<file path="config.mk">
export PLATFORM = sky130hd
export DESIGN_NAME = rtcc_top
export DESIGN_NICKNAME = d
export VERILOG_FILES = /design/src/rtcc_fdiv.v /design/src/rtcc_top.v
export VERILOG_INCLUDE_DIRS = /design/src
export SDC_FILE = /design/constraint.sdc
export NUM_CORES = 1
export LEC_CHECK = 0
export BUFFER_PORTS_ARGS = -buffer_cell sky130_fd_sc_hd__clkbuf_2
export CAP_MARGIN = 20
export CORE_UTILIZATION = 45
export DETAILED_ROUTE_END_ITERATION = 16
export GPL_TIMING_DRIVEN = 0
export MAX_ROUTING_LAYER = met4
export PLACE_DENSITY_LB_ADDON = 0.12
export RECOVER_POWER = 25
export SLEW_MARGIN = 20
export SYNTH_ARGS = -nofsm -noshare
export SYNTH_HDL_FRONTEND = slang
export SYNTH_SLANG_ARGS = --single-unit
</file>
<file path="constraint.sdc">
create_clock -name pclk -period 3.9 [get_ports pclk]
set_input_delay 0.585 -clock pclk [delete_from_list [all_inputs] [get_ports pclk]]
set_output_delay 0.585 -clock pclk [all_outputs]
set_load 0.01 [all_outputs]
</file>
<file path="src/rtcc_regs.vh">
`ifndef RTCC_REGS_VH
`define RTCC_REGS_VH

// register byte offsets
`define RTCC_OFF_CTRL1      8'h00
`define RTCC_OFF_CTRL2      8'h04
`define RTCC_OFF_CSR        8'h08
`define RTCC_OFF_FLAG       8'h0C
`define RTCC_OFF_SEC        8'h10
`define RTCC_OFF_MIN        8'h14
`define RTCC_OFF_HOUR       8'h18
`define RTCC_OFF_WEEK       8'h1C

// control one fields
`define RTCC_C1_RUN         7
`define RTCC_C1_FMT24       6
`define RTCC_C1_PM          5
`define RTCC_C1_SRST        4

// enable fields
`define RTCC_EN_OVF         5
`define RTCC_EN_WEEK        4
`define RTCC_EN_DAY         3
`define RTCC_EN_HOUR        2
`define RTCC_EN_MIN         1
`define RTCC_EN_SEC         0

// source and output select fields
`define RTCC_CS_OUT_HI      6
`define RTCC_CS_OUT_LO      5
`define RTCC_CS_SRC_HI      3
`define RTCC_CS_SRC_LO      0
`define RTCC_SRC_32K        4'h8

// flag field
`define RTCC_FLAG_BIT       0

// reset values
`define RTCC_RST_CTRL1      8'h00
`define RTCC_RST_CTRL2      8'h00
`define RTCC_RST_CSR        8'h08

// counting limits
`define RTCC_SUB_MAX        15'h7FFF
`define RTCC_SEC_MAX        6'h3B
`define RTCC_MIN_MAX        6'h3B
`define RTCC_HR12_MAX       5'h0B
`define RTCC_HR24_MAX       5'h17
`define RTCC_WEEK_MAX       3'h6
`define RTCC_FR_MAX         8'hFF

`endif

</file>
<file path="src/rtcc_fdiv.v">
`include "rtcc_regs.vh"

module rtcc_fdiv (
    input  wire       pclk,
    input  wire       presetn,
    input  wire [2:0] src_sel,
    input  wire [1:0] out_sel,
    input  wire       out_allow,
    output wire       cnt_tick,
    output wire       clk_out
);

    reg  [9:0] pre_q;
    reg        tick_q;
    reg        clk_q;
    reg        out_bit;
    wire [9:0] mask;

    // mask of low ones for a division of 2 to the (3 + n)
    function [9:0] low_ones;
        input [2:0] n;
        integer     i;
        begin
            low_ones = 10'h000;
            for (i = 0; i < 10; i = i + 1) begin
                if (i < n + 3)
                    low_ones[i] = 1'b1;
            end
        end
    endfunction

    assign mask = low_ones(src_sel);

    // pick the prescaler bit for the output ratio
    always @* begin
        case (out_sel)
            2'b00:   out_bit = pre_q[1];   // phi/4
            2'b01:   out_bit = pre_q[2];   // phi/8
            2'b10:   out_bit = pre_q[3];   // phi/16
            2'b11:   out_bit = pre_q[4];   // phi/32
            default: out_bit = 1'b0;
        endcase
    end

    // free prescaler, count tick and gated clock output
    always @(posedge pclk or negedge presetn) begin
        if (!presetn) begin
            pre_q  <= 10'h000;
            tick_q <= 1'b0;
            clk_q  <= 1'b0;
        end else begin
            pre_q  <= pre_q + 10'h001;
            tick_q <= ((pre_q & mask) == mask);
            clk_q  <= out_allow & out_bit;
        end
    end

    assign cnt_tick = tick_q;
    assign clk_out  = clk_q;

endmodule

</file>
<file path="src/rtcc_top.v">
`include "rtcc_regs.vh"

module rtcc_top (
    input  wire        pclk,
    input  wire        presetn,
    input  wire        psel,
    input  wire        penable,
    input  wire        pwrite,
    input  wire [7:0]  paddr,
    input  wire [31:0] pwdata,
    output wire [31:0] prdata,
    output wire        pready,
    output wire        pslverr,
    input  wire        tick_32k,
    input  wire        cpu_active_or_sleep,
    input  wire        clk_out_pin_en,
    output wire        clock_output_pin,
    output wire        clock_irq_request_flag,
    output wire        free_run_mode
);

    // register state
    reg  [7:0]  ctrl1_q;
    reg  [7:0]  ctrl1_d;
    reg  [7:0]  ctrl2_q;
    reg  [7:0]  ctrl2_d;
    reg  [7:0]  csr_q;
    reg  [7:0]  csr_d;
    reg         flag_q;
    reg         flag_d;

    // counting state
    reg  [14:0] sub_q;
    reg  [14:0] sub_d;
    reg  [5:0]  sec_q;
    reg  [5:0]  sec_d;
    reg  [5:0]  min_q;
    reg  [5:0]  min_d;
    reg  [4:0]  hour_q;
    reg  [4:0]  hour_d;
    reg  [2:0]  week_q;
    reg  [2:0]  week_d;
    reg  [7:0]  fr_q;
    reg  [7:0]  fr_d;

    // bus answer state
    reg  [31:0] prdata_q;
    reg  [31:0] prdata_d;
    reg         err_q;
    reg         err_d;

    // decoded strobes and events
    wire        setup_ph;
    wire        wr_en;
    wire        hit_c1;
    wire        hit_c2;
    wire        hit_cs;
    wire        hit_fl;
    wire        hit_sec;
    wire        hit_min;
    wire        hit_hr;
    wire        hit_wk;
    wire        mapped;
    wire        run;
    wire        fmt24;
    wire        pm;
    wire        srst;
    wire        srst_hold;
    wire        rtc_mode;
    wire        div_tick;
    wire [4:0]  hr_max;
    wire        sec_tick;
    wire        sec_wrap;
    wire        min_wrap;
    wire        hr_wrap;
    wire        day_tick;
    wire        wk_wrap;
    wire        fr_tick;
    wire        fr_ovf;
    wire [4:0]  events;
    wire [4:0]  ev_gated;
    wire        flag_set;
    wire        flag_clr;
    wire [7:0]  sec_rd;

    // address match against a register offset
    function hit;
        input [7:0] addr;
        input [7:0] off;
        begin
            hit = (addr == off);
        end
    endfunction

    // bus phases; the slave never inserts wait states
    assign setup_ph = psel & ~penable;
    assign wr_en    = psel & penable & pwrite;
    assign pready   = 1'b1;

    // register decode, shared by reads and writes
    assign hit_c1  = hit(paddr, `RTCC_OFF_CTRL1);
    assign hit_c2  = hit(paddr, `RTCC_OFF_CTRL2);
    assign hit_cs  = hit(paddr, `RTCC_OFF_CSR);
    assign hit_fl  = hit(paddr, `RTCC_OFF_FLAG);
    assign hit_sec = hit(paddr, `RTCC_OFF_SEC);
    assign hit_min = hit(paddr, `RTCC_OFF_MIN);
    assign hit_hr  = hit(paddr, `RTCC_OFF_HOUR);
    assign hit_wk  = hit(paddr, `RTCC_OFF_WEEK);
    assign mapped  = hit_c1 | hit_c2 | hit_cs | hit_fl |
                     hit_sec | hit_min | hit_hr | hit_wk;

    // control fields
    assign run   = ctrl1_q[`RTCC_C1_RUN];
    assign fmt24 = ctrl1_q[`RTCC_C1_FMT24];
    assign pm    = ctrl1_q[`RTCC_C1_PM];
    assign srst  = ctrl1_q[`RTCC_C1_SRST];

    // anything but the 32.768 kHz code turns the block into a counter
    assign rtc_mode = (csr_q[`RTCC_CS_SRC_HI:`RTCC_CS_SRC_LO] ==
                       `RTCC_SRC_32K);
    assign free_run_mode = ~rtc_mode;

    // hour limit by format
    assign hr_max = fmt24 ? `RTCC_HR24_MAX : `RTCC_HR12_MAX;

    // soft reset also takes hold in the cycle of the write that sets it,
    // so no other field shows a stale value or steps once more
    assign srst_hold = srst |
                       (wr_en & hit_c1 & pwdata[`RTCC_C1_SRST]);

    // time chain carries, frozen while stopped or held in soft reset
    assign sec_tick = rtc_mode & run & ~srst_hold & tick_32k &
                      (sub_q == `RTCC_SUB_MAX);
    assign sec_wrap = sec_tick & (sec_q == `RTCC_SEC_MAX);
    assign min_wrap = sec_wrap & (min_q == `RTCC_MIN_MAX);
    assign hr_wrap  = min_wrap & (hour_q == hr_max);
    // in 12-hour format only the wrap with afternoon set is midnight
    assign day_tick = hr_wrap & (fmt24 | pm);
    assign wk_wrap  = day_tick & (week_q == `RTCC_WEEK_MAX);

    // free running counter steps
    assign fr_tick = ~rtc_mode & run & ~srst_hold & div_tick;
    assign fr_ovf  = fr_tick & (fr_q == `RTCC_FR_MAX);

    // periodic events in enable bit order
    assign events = {wk_wrap, day_tick, min_wrap, sec_wrap, sec_tick};

    // each periodic event gated by its own enable
    genvar g;
    generate
        for (g = 0; g < 5; g = g + 1) begin : gate_ev
            assign ev_gated[g] = events[g] & ctrl2_q[g];
        end
    endgenerate

    // request flag: any enabled event, set beats a software clear
    assign flag_set = (|ev_gated) |
                      (fr_ovf & ctrl2_q[`RTCC_EN_OVF]);
    assign flag_clr = wr_en & hit_fl & ~pwdata[`RTCC_FLAG_BIT];

    // seconds register shows the counter in free running mode
    assign sec_rd = rtc_mode ? {2'b00, sec_q} : fr_q;

    // control register next state
    // reserved bits are never stored, so they always read back as 0
    always @* begin
        ctrl1_d = ctrl1_q;
        ctrl2_d = ctrl2_q;
        csr_d   = csr_q;
        if (wr_en && hit_c1) begin
            ctrl1_d = {pwdata[7:4], 4'h0};
        end
        if (wr_en && hit_c2) begin
            ctrl2_d = {2'b00, pwdata[5:0]};
        end
        if (wr_en && hit_cs) begin
            csr_d = {1'b0, pwdata[6:5], 1'b0, pwdata[3:0]};
        end
        // hardware afternoon toggle at each 12-hour wrap
        if (hr_wrap && !fmt24) begin
            ctrl1_d[`RTCC_C1_PM] = ~pm;
        end
        // soft reset holds everything but itself, the source and output select and the request flag
        if (srst_hold) begin
            ctrl1_d = {3'b000, ctrl1_d[`RTCC_C1_SRST], 4'h0};
            ctrl2_d = `RTCC_RST_CTRL2;
        end
    end

    // flag next state
    // the set is applied last so an event is never lost to a clear
    always @* begin
        flag_d = flag_q;
        if (flag_clr) begin
            flag_d = 1'b0;
        end
        if (flag_set) begin
            flag_d = 1'b1;
        end
    end

    // time counters next state; a bus write overrides a step
    always @* begin
        sub_d  = sub_q;
        sec_d  = sec_q;
        min_d  = min_q;
        hour_d = hour_q;
        week_d = week_q;
        if (rtc_mode && run && !srst_hold && tick_32k) begin
            sub_d = sub_q + 15'h0001;
        end
        if (sec_tick) begin
            sec_d = sec_wrap ? 6'h00 : sec_q + 6'h01;
        end
        if (sec_wrap) begin
            min_d = min_wrap ? 6'h00 : min_q + 6'h01;
        end
        if (min_wrap) begin
            hour_d = hr_wrap ? 5'h00 : hour_q + 5'h01;
        end
        if (day_tick) begin
            week_d = wk_wrap ? 3'h0 : week_q + 3'h1;
        end
        if (wr_en && hit_sec && rtc_mode) begin
            sec_d = pwdata[5:0];
        end
        if (wr_en && hit_min) begin
            min_d = pwdata[5:0];
        end
        if (wr_en && hit_hr) begin
            hour_d = pwdata[4:0];
        end
        if (wr_en && hit_wk) begin
            week_d = pwdata[2:0];
        end
        if (srst_hold) begin
            sub_d  = 15'h0000;
            sec_d  = 6'h00;
            min_d  = 6'h00;
            hour_d = 5'h00;
            week_d = 3'h0;
        end
    end

    // free running counter next state
    always @* begin
        fr_d = fr_q;
        if (fr_tick) begin
            fr_d = fr_q + 8'h01;
        end
        if (wr_en && hit_sec && !rtc_mode) begin
            fr_d = pwdata[7:0];
        end
        if (srst_hold) begin
            fr_d = 8'h00;
        end
    end

    // read data captured in the setup phase, shown in the access phase
    // the bus never waits, so the word must be ready by the access phase
    always @* begin
        prdata_d = prdata_q;
        err_d    = 1'b0;
        if (setup_ph) begin
            err_d = ~mapped;
            case (1'b1)
                hit_c1:  prdata_d = {24'h000000, ctrl1_q};
                hit_c2:  prdata_d = {24'h000000, ctrl2_q};
                hit_cs:  prdata_d = {24'h000000, csr_q};
                hit_fl:  prdata_d = {31'h0, flag_q};
                hit_sec: prdata_d = {24'h000000, sec_rd};
                hit_min: prdata_d = {26'h0, min_q};
                hit_hr:  prdata_d = {27'h0, hour_q};
                hit_wk:  prdata_d = {29'h0, week_q};
                default: prdata_d = 32'h00000000;
            endcase
        end
    end

    // register file flops
    always @(posedge pclk or negedge presetn) begin
        if (!presetn) begin
            ctrl1_q <= `RTCC_RST_CTRL1;
            ctrl2_q <= `RTCC_RST_CTRL2;
            csr_q   <= `RTCC_RST_CSR;
            flag_q  <= 1'b0;
        end else begin
            ctrl1_q <= ctrl1_d;
            ctrl2_q <= ctrl2_d;
            csr_q   <= csr_d;
            flag_q  <= flag_d;
        end
    end

    // counter flops
    always @(posedge pclk or negedge presetn) begin
        if (!presetn) begin
            sub_q  <= 15'h0000;
            sec_q  <= 6'h00;
            min_q  <= 6'h00;
            hour_q <= 5'h00;
            week_q <= 3'h0;
            fr_q   <= 8'h00;
        end else begin
            sub_q  <= sub_d;
            sec_q  <= sec_d;
            min_q  <= min_d;
            hour_q <= hour_d;
            week_q <= week_d;
            fr_q   <= fr_d;
        end
    end

    // bus answer flops
    always @(posedge pclk or negedge presetn) begin
        if (!presetn) begin
            prdata_q <= 32'h00000000;
            err_q    <= 1'b0;
        end else begin
            prdata_q <= prdata_d;
            err_q    <= err_d;
        end
    end

    assign prdata  = prdata_q;
    assign pslverr = err_q & psel & penable;
    assign clock_irq_request_flag = flag_q;

    // system clock prescaler for count source and clock output
    // one shared prescaler keeps the count and output ratios in step
    rtcc_fdiv rtcc_fdiv_inst (
        .pclk      (pclk),
        .presetn   (presetn),
        .src_sel   (csr_q[2:0]),
        .out_sel   (csr_q[`RTCC_CS_OUT_HI:`RTCC_CS_OUT_LO]),
        .out_allow (clk_out_pin_en & cpu_active_or_sleep),
        .cnt_tick  (div_tick),
        .clk_out   (clock_output_pin)
    );

endmodule

</file>
==> results_dict.tcl <==
set metrics [dict create \
    ir_worst_vdd_uv 145.5 \
    dp_hpwl_um 9468 \
    die_w_um 106.5 \
    finalClockSkew_ns 0.008132 \
    ys_seq_area_share_pct 41.25 \
    yosys.area.top_type "dfrtp_1" \
    drc_errors 0 \
    drt-vias-per-instance 5.729 \
    netlist_top_cells_area "dfrtp_1 41%, mux2i_1 5.3%, nor2_1 4.4%, o21ai_0 4.1%, buf_4 3.8%" \
    p_per_area_nw_per_um2 299.6 \
    worst_skew_pair.late_latency_ns 0.36 \
    netlist_area_um2 4917 \
    grt_max_degree 82 \
    fin_crit_ns 3.036 \
    rows 37 \
    core_um2 10460 \
    cts_post_setup_buffers_inserted 0 \
    dieArea_um2 11350 \
    hold_viol 0 \
    clkTransAtPathRegs_ns 0.08 \
    fin_crit_sh_pct 77.83 \
    yosysWarnings 0 \
    portBuffers 35 \
    worstPathRequired_ns 4.12 \
    leakage_nw 2.420 \
    cp_top_family "simple AND/OR/NAND/NOR gates" \
    dr_wl_met3_um 597 \
    synthCells 539 \
    fin_tns_setup_ns 0 \
    drive_gt1_share_pct 14.52 \
    dr.max_layer_used "met4" \
    r2r_slack_ns 1.14 \
    synth_cell_types 61 \
    place_congestion 0.9305 \
    ctsRootBufferMaster "clkbuf_8" \
    crit_path_end_kind "flop" \
    antenna_found_initial 0 \
    crit_slowest_cell "nor4_1" \
    wl_per_cell_um 17.39 \
    cp.arrival_ns 3.25 \
    setup_viol_count_final 0 \
    grtUsageTotal_pct 25.52 \
    dpl_cell_area_um2 5358 \
    ctsHoldBuffers 0 \
    syn_avg_cell_area_um2 9.123 \
    ys_ff_latch 81 \
    grt_pass1_wl_um 21460 \
    tightest_slew_ns 2.034 \
    path_cells "clkbuf_2 > nor4_1 > nand3_1 > o21bai_1 > clkbuf_1 > nor2_1" \
    firstDrtPassIters 5 \
    final_nets 667 \
    start_kind "input port" \
    syn_to_final_growth_pct 11.93 \
    gr-total-overflow 0 \
    cts_sinks 81 \
    htreeDepth 3 \
    cts_resized 0 \
    synth_edf_count 0 \
    path_class "input port to flop" \
    synth_flop_cell "dfrtp_1" \
    status "finished, violations left" \
    async_reset_ff_share_pct 100.0 \
    cp_max_fo 10 \
    crit_buf_inv 2 \
    n_antenna_cell 0 \
    met1Wirelength_um 6113 \
    fmaxAchievable_mhz 329.4 \
    final_area_um2 5504 \
    cts_buffer_depth 2 \
    cts_tree "done" \
    synth_top_area_share_pct 40.71 \
    vias 4291 \
    fillerInstances 1032 \
    layout_commonest_cell "dfrtp_1" \
    slew_viol_final 82 \
    finish.utilization_pct 52.61 \
    hp-class "input port to flop" \
    wl_met2_um 5949 \
    numCtsBuffers 9 \
    relSlewSlack_pct -35.63 \
    die_h_um 106.5 \
    violations "capacitance limit, slew limit" \
    grt_pass1_vias 4100 \
    final_cell_mix "80 x dfrtp_1, 57 x nor2_1, 40 x o21ai_0" \
    slowest_delay_ns 0.77 \
    drtIter0Drc 321 \
    initial_core_util_pct 47.00 \
    drv_cap 1 \
    wirelength_um 13030 \
    p_total_w 0.001649 \
    ant_nets 0 \
    io_pins 85 \
    rsz0062_at_grt "false" \
]
area by class of cell:
class | instances | area [um^2] | share of cell area (%)
multi-input combinational | 420 | 2651 | 48.17
sequential | 81 | 2028 | 36.85
tap | 136 | 170.2 | 3.092
clock inverter | 4 | 20.02 | 0.3637
buffer | 43 | 256.5 | 4.660
timing repair buffer | 35 | 175.2 | 3.183
clock buffer | 12 | 135.1 | 2.455
inverter | 18 | 67.56 | 1.228
synth_stat cells (2+ instances only):
master / instances
or4b_2: 2
a31oi_1: 8
nand3_1: 25
a22oi_1: 3
nand2_1: 35
buf_4: 25
dfrtp_1: 80
nand4_1: 16
and2_1: 2
mux2i_1: 26
or3_1: 7
o31ai_1: 2
o22ai_1: 3
o41ai_1: 2
nor2b_1: 10
o2bb2ai_1: 2
mux2_2: 5
nor2_1: 57
conb_1: 2
a211oi_1: 17
nand2b_1: 3
o211ai_1: 3
xor2_1: 11
ha_1: 11
a21o_1: 2
o21ai_0: 40
clkbuf_1: 16
a21oi_1: 25
a221oi_1: 6
nor4_1: 3
or4_1: 2
and3_1: 10
o41a_1: 3
nor3_1: 12
nand4b_1: 3
nor4_2: 3
xnor2_1: 17
inv_1: 17
power breakdown:
| group | internal, W | switching [W] | total, W |
|---|---|---|---|
| Clock | 0.000228 | 0.000304 | 0.000532 |
| Sequential | 0.000873 | 0.0000425 | 0.000916 |
| Combinational | 0.0000840 | 0.000117 | 0.000201 |
| Total | 0.00119 | 0.000464 | 0.00165 |
through the flow:
| step | instances | setup slack [ns] | hold WS [ns] |
|---|---|---|---|
| global placement | 733 | 0.5231 | 0.4551 |
| finish | 749 | 0.8644 | 0.4226 |
| detailed placement | 733 | 0.5128 | 0.4586 |
| global route | 749 | 0.5959 | 0.4355 |
| CTS | 749 | 0.8953 | 0.2871 |
| floorplan | 562 | 1.657 | 0.2894 |
per-layer routing:
| metal | GRT usage [%] | vias up |
|---|---|---|
| met1 | 34.22 | 2075 |
| met3 | 3.433 | 30 |
| met5 | - | - |
| met2 | 38.91 | 126 |
| li1 | - | 2060 |
| met4 | 10.76 | 0 |
worst paths after layout:
path | cells after the start | to | from
max | 6 | ctrl2_q[1]$_DFFE_PN0P_ | paddr[1]
min | 3 | rtcc_fdiv_inst.clk_out$_DFF_PN0_ | cpu_active_or_sleep
max reg2reg | 8 | min_q[5]$_DFFE_PN0P_ | csr_q[0]$_DFFE_PN0P_
min reg2reg | 1 | rtcc_fdiv_inst.pre_q[7]$_DFF_PN0_ | rtcc_fdiv_inst.pre_q[7]$_DFF_PN0_
max in group asynchronous | 1 | sub_q[11]$_DFFE_PN0P_ | presetn
min in group asynchronous | 1 | err_q$_DFF_PN0_ | presetn
flip-flops by register name, summed over array words and instances, names as in the netlist, 5 cells and up:
name,flops
sec_q,6
ctrl2_q,6
rtcc_fdiv_inst.pre_q,10
fr_q,8
prdata,8
min_q,6
csr_q,6
sub_q,15
hour_q,5
kinds of logic (layout without fill, tap and decap cells):
| logic type | after synthesis | after routing | share of synthesized area [%] |
|---|---|---|---|
| muxes | 31 | 31 | 6.438 |
| adders and majority gates | 11 | 11 | 2.799 |
| other | 2 | 25 | 0.1527 |
| AOI/OAI and AO/OA | 127 | 127 | 16.90 |
| xor gates and xnor gates | 28 | 28 | 4.987 |
| and+or+nand+nor | 198 | 198 | 20.89 |
| buffers and inverters | 61 | 112 | 6.590 |
| DFF | 81 | 81 | 41.25 |
worst reg2reg max path, stage by stage (launching register included):
cell,delay [ns]
dfrtp_1,0.48
inv_1,0.13
ha_1,0.17
and3b_1,0.20
inv_2,0.11
nor4_2,0.60
nand3_1,0.37
o41a_1,0.50
a21oi_1,0.14
Power figures use the tool's default switching activity.
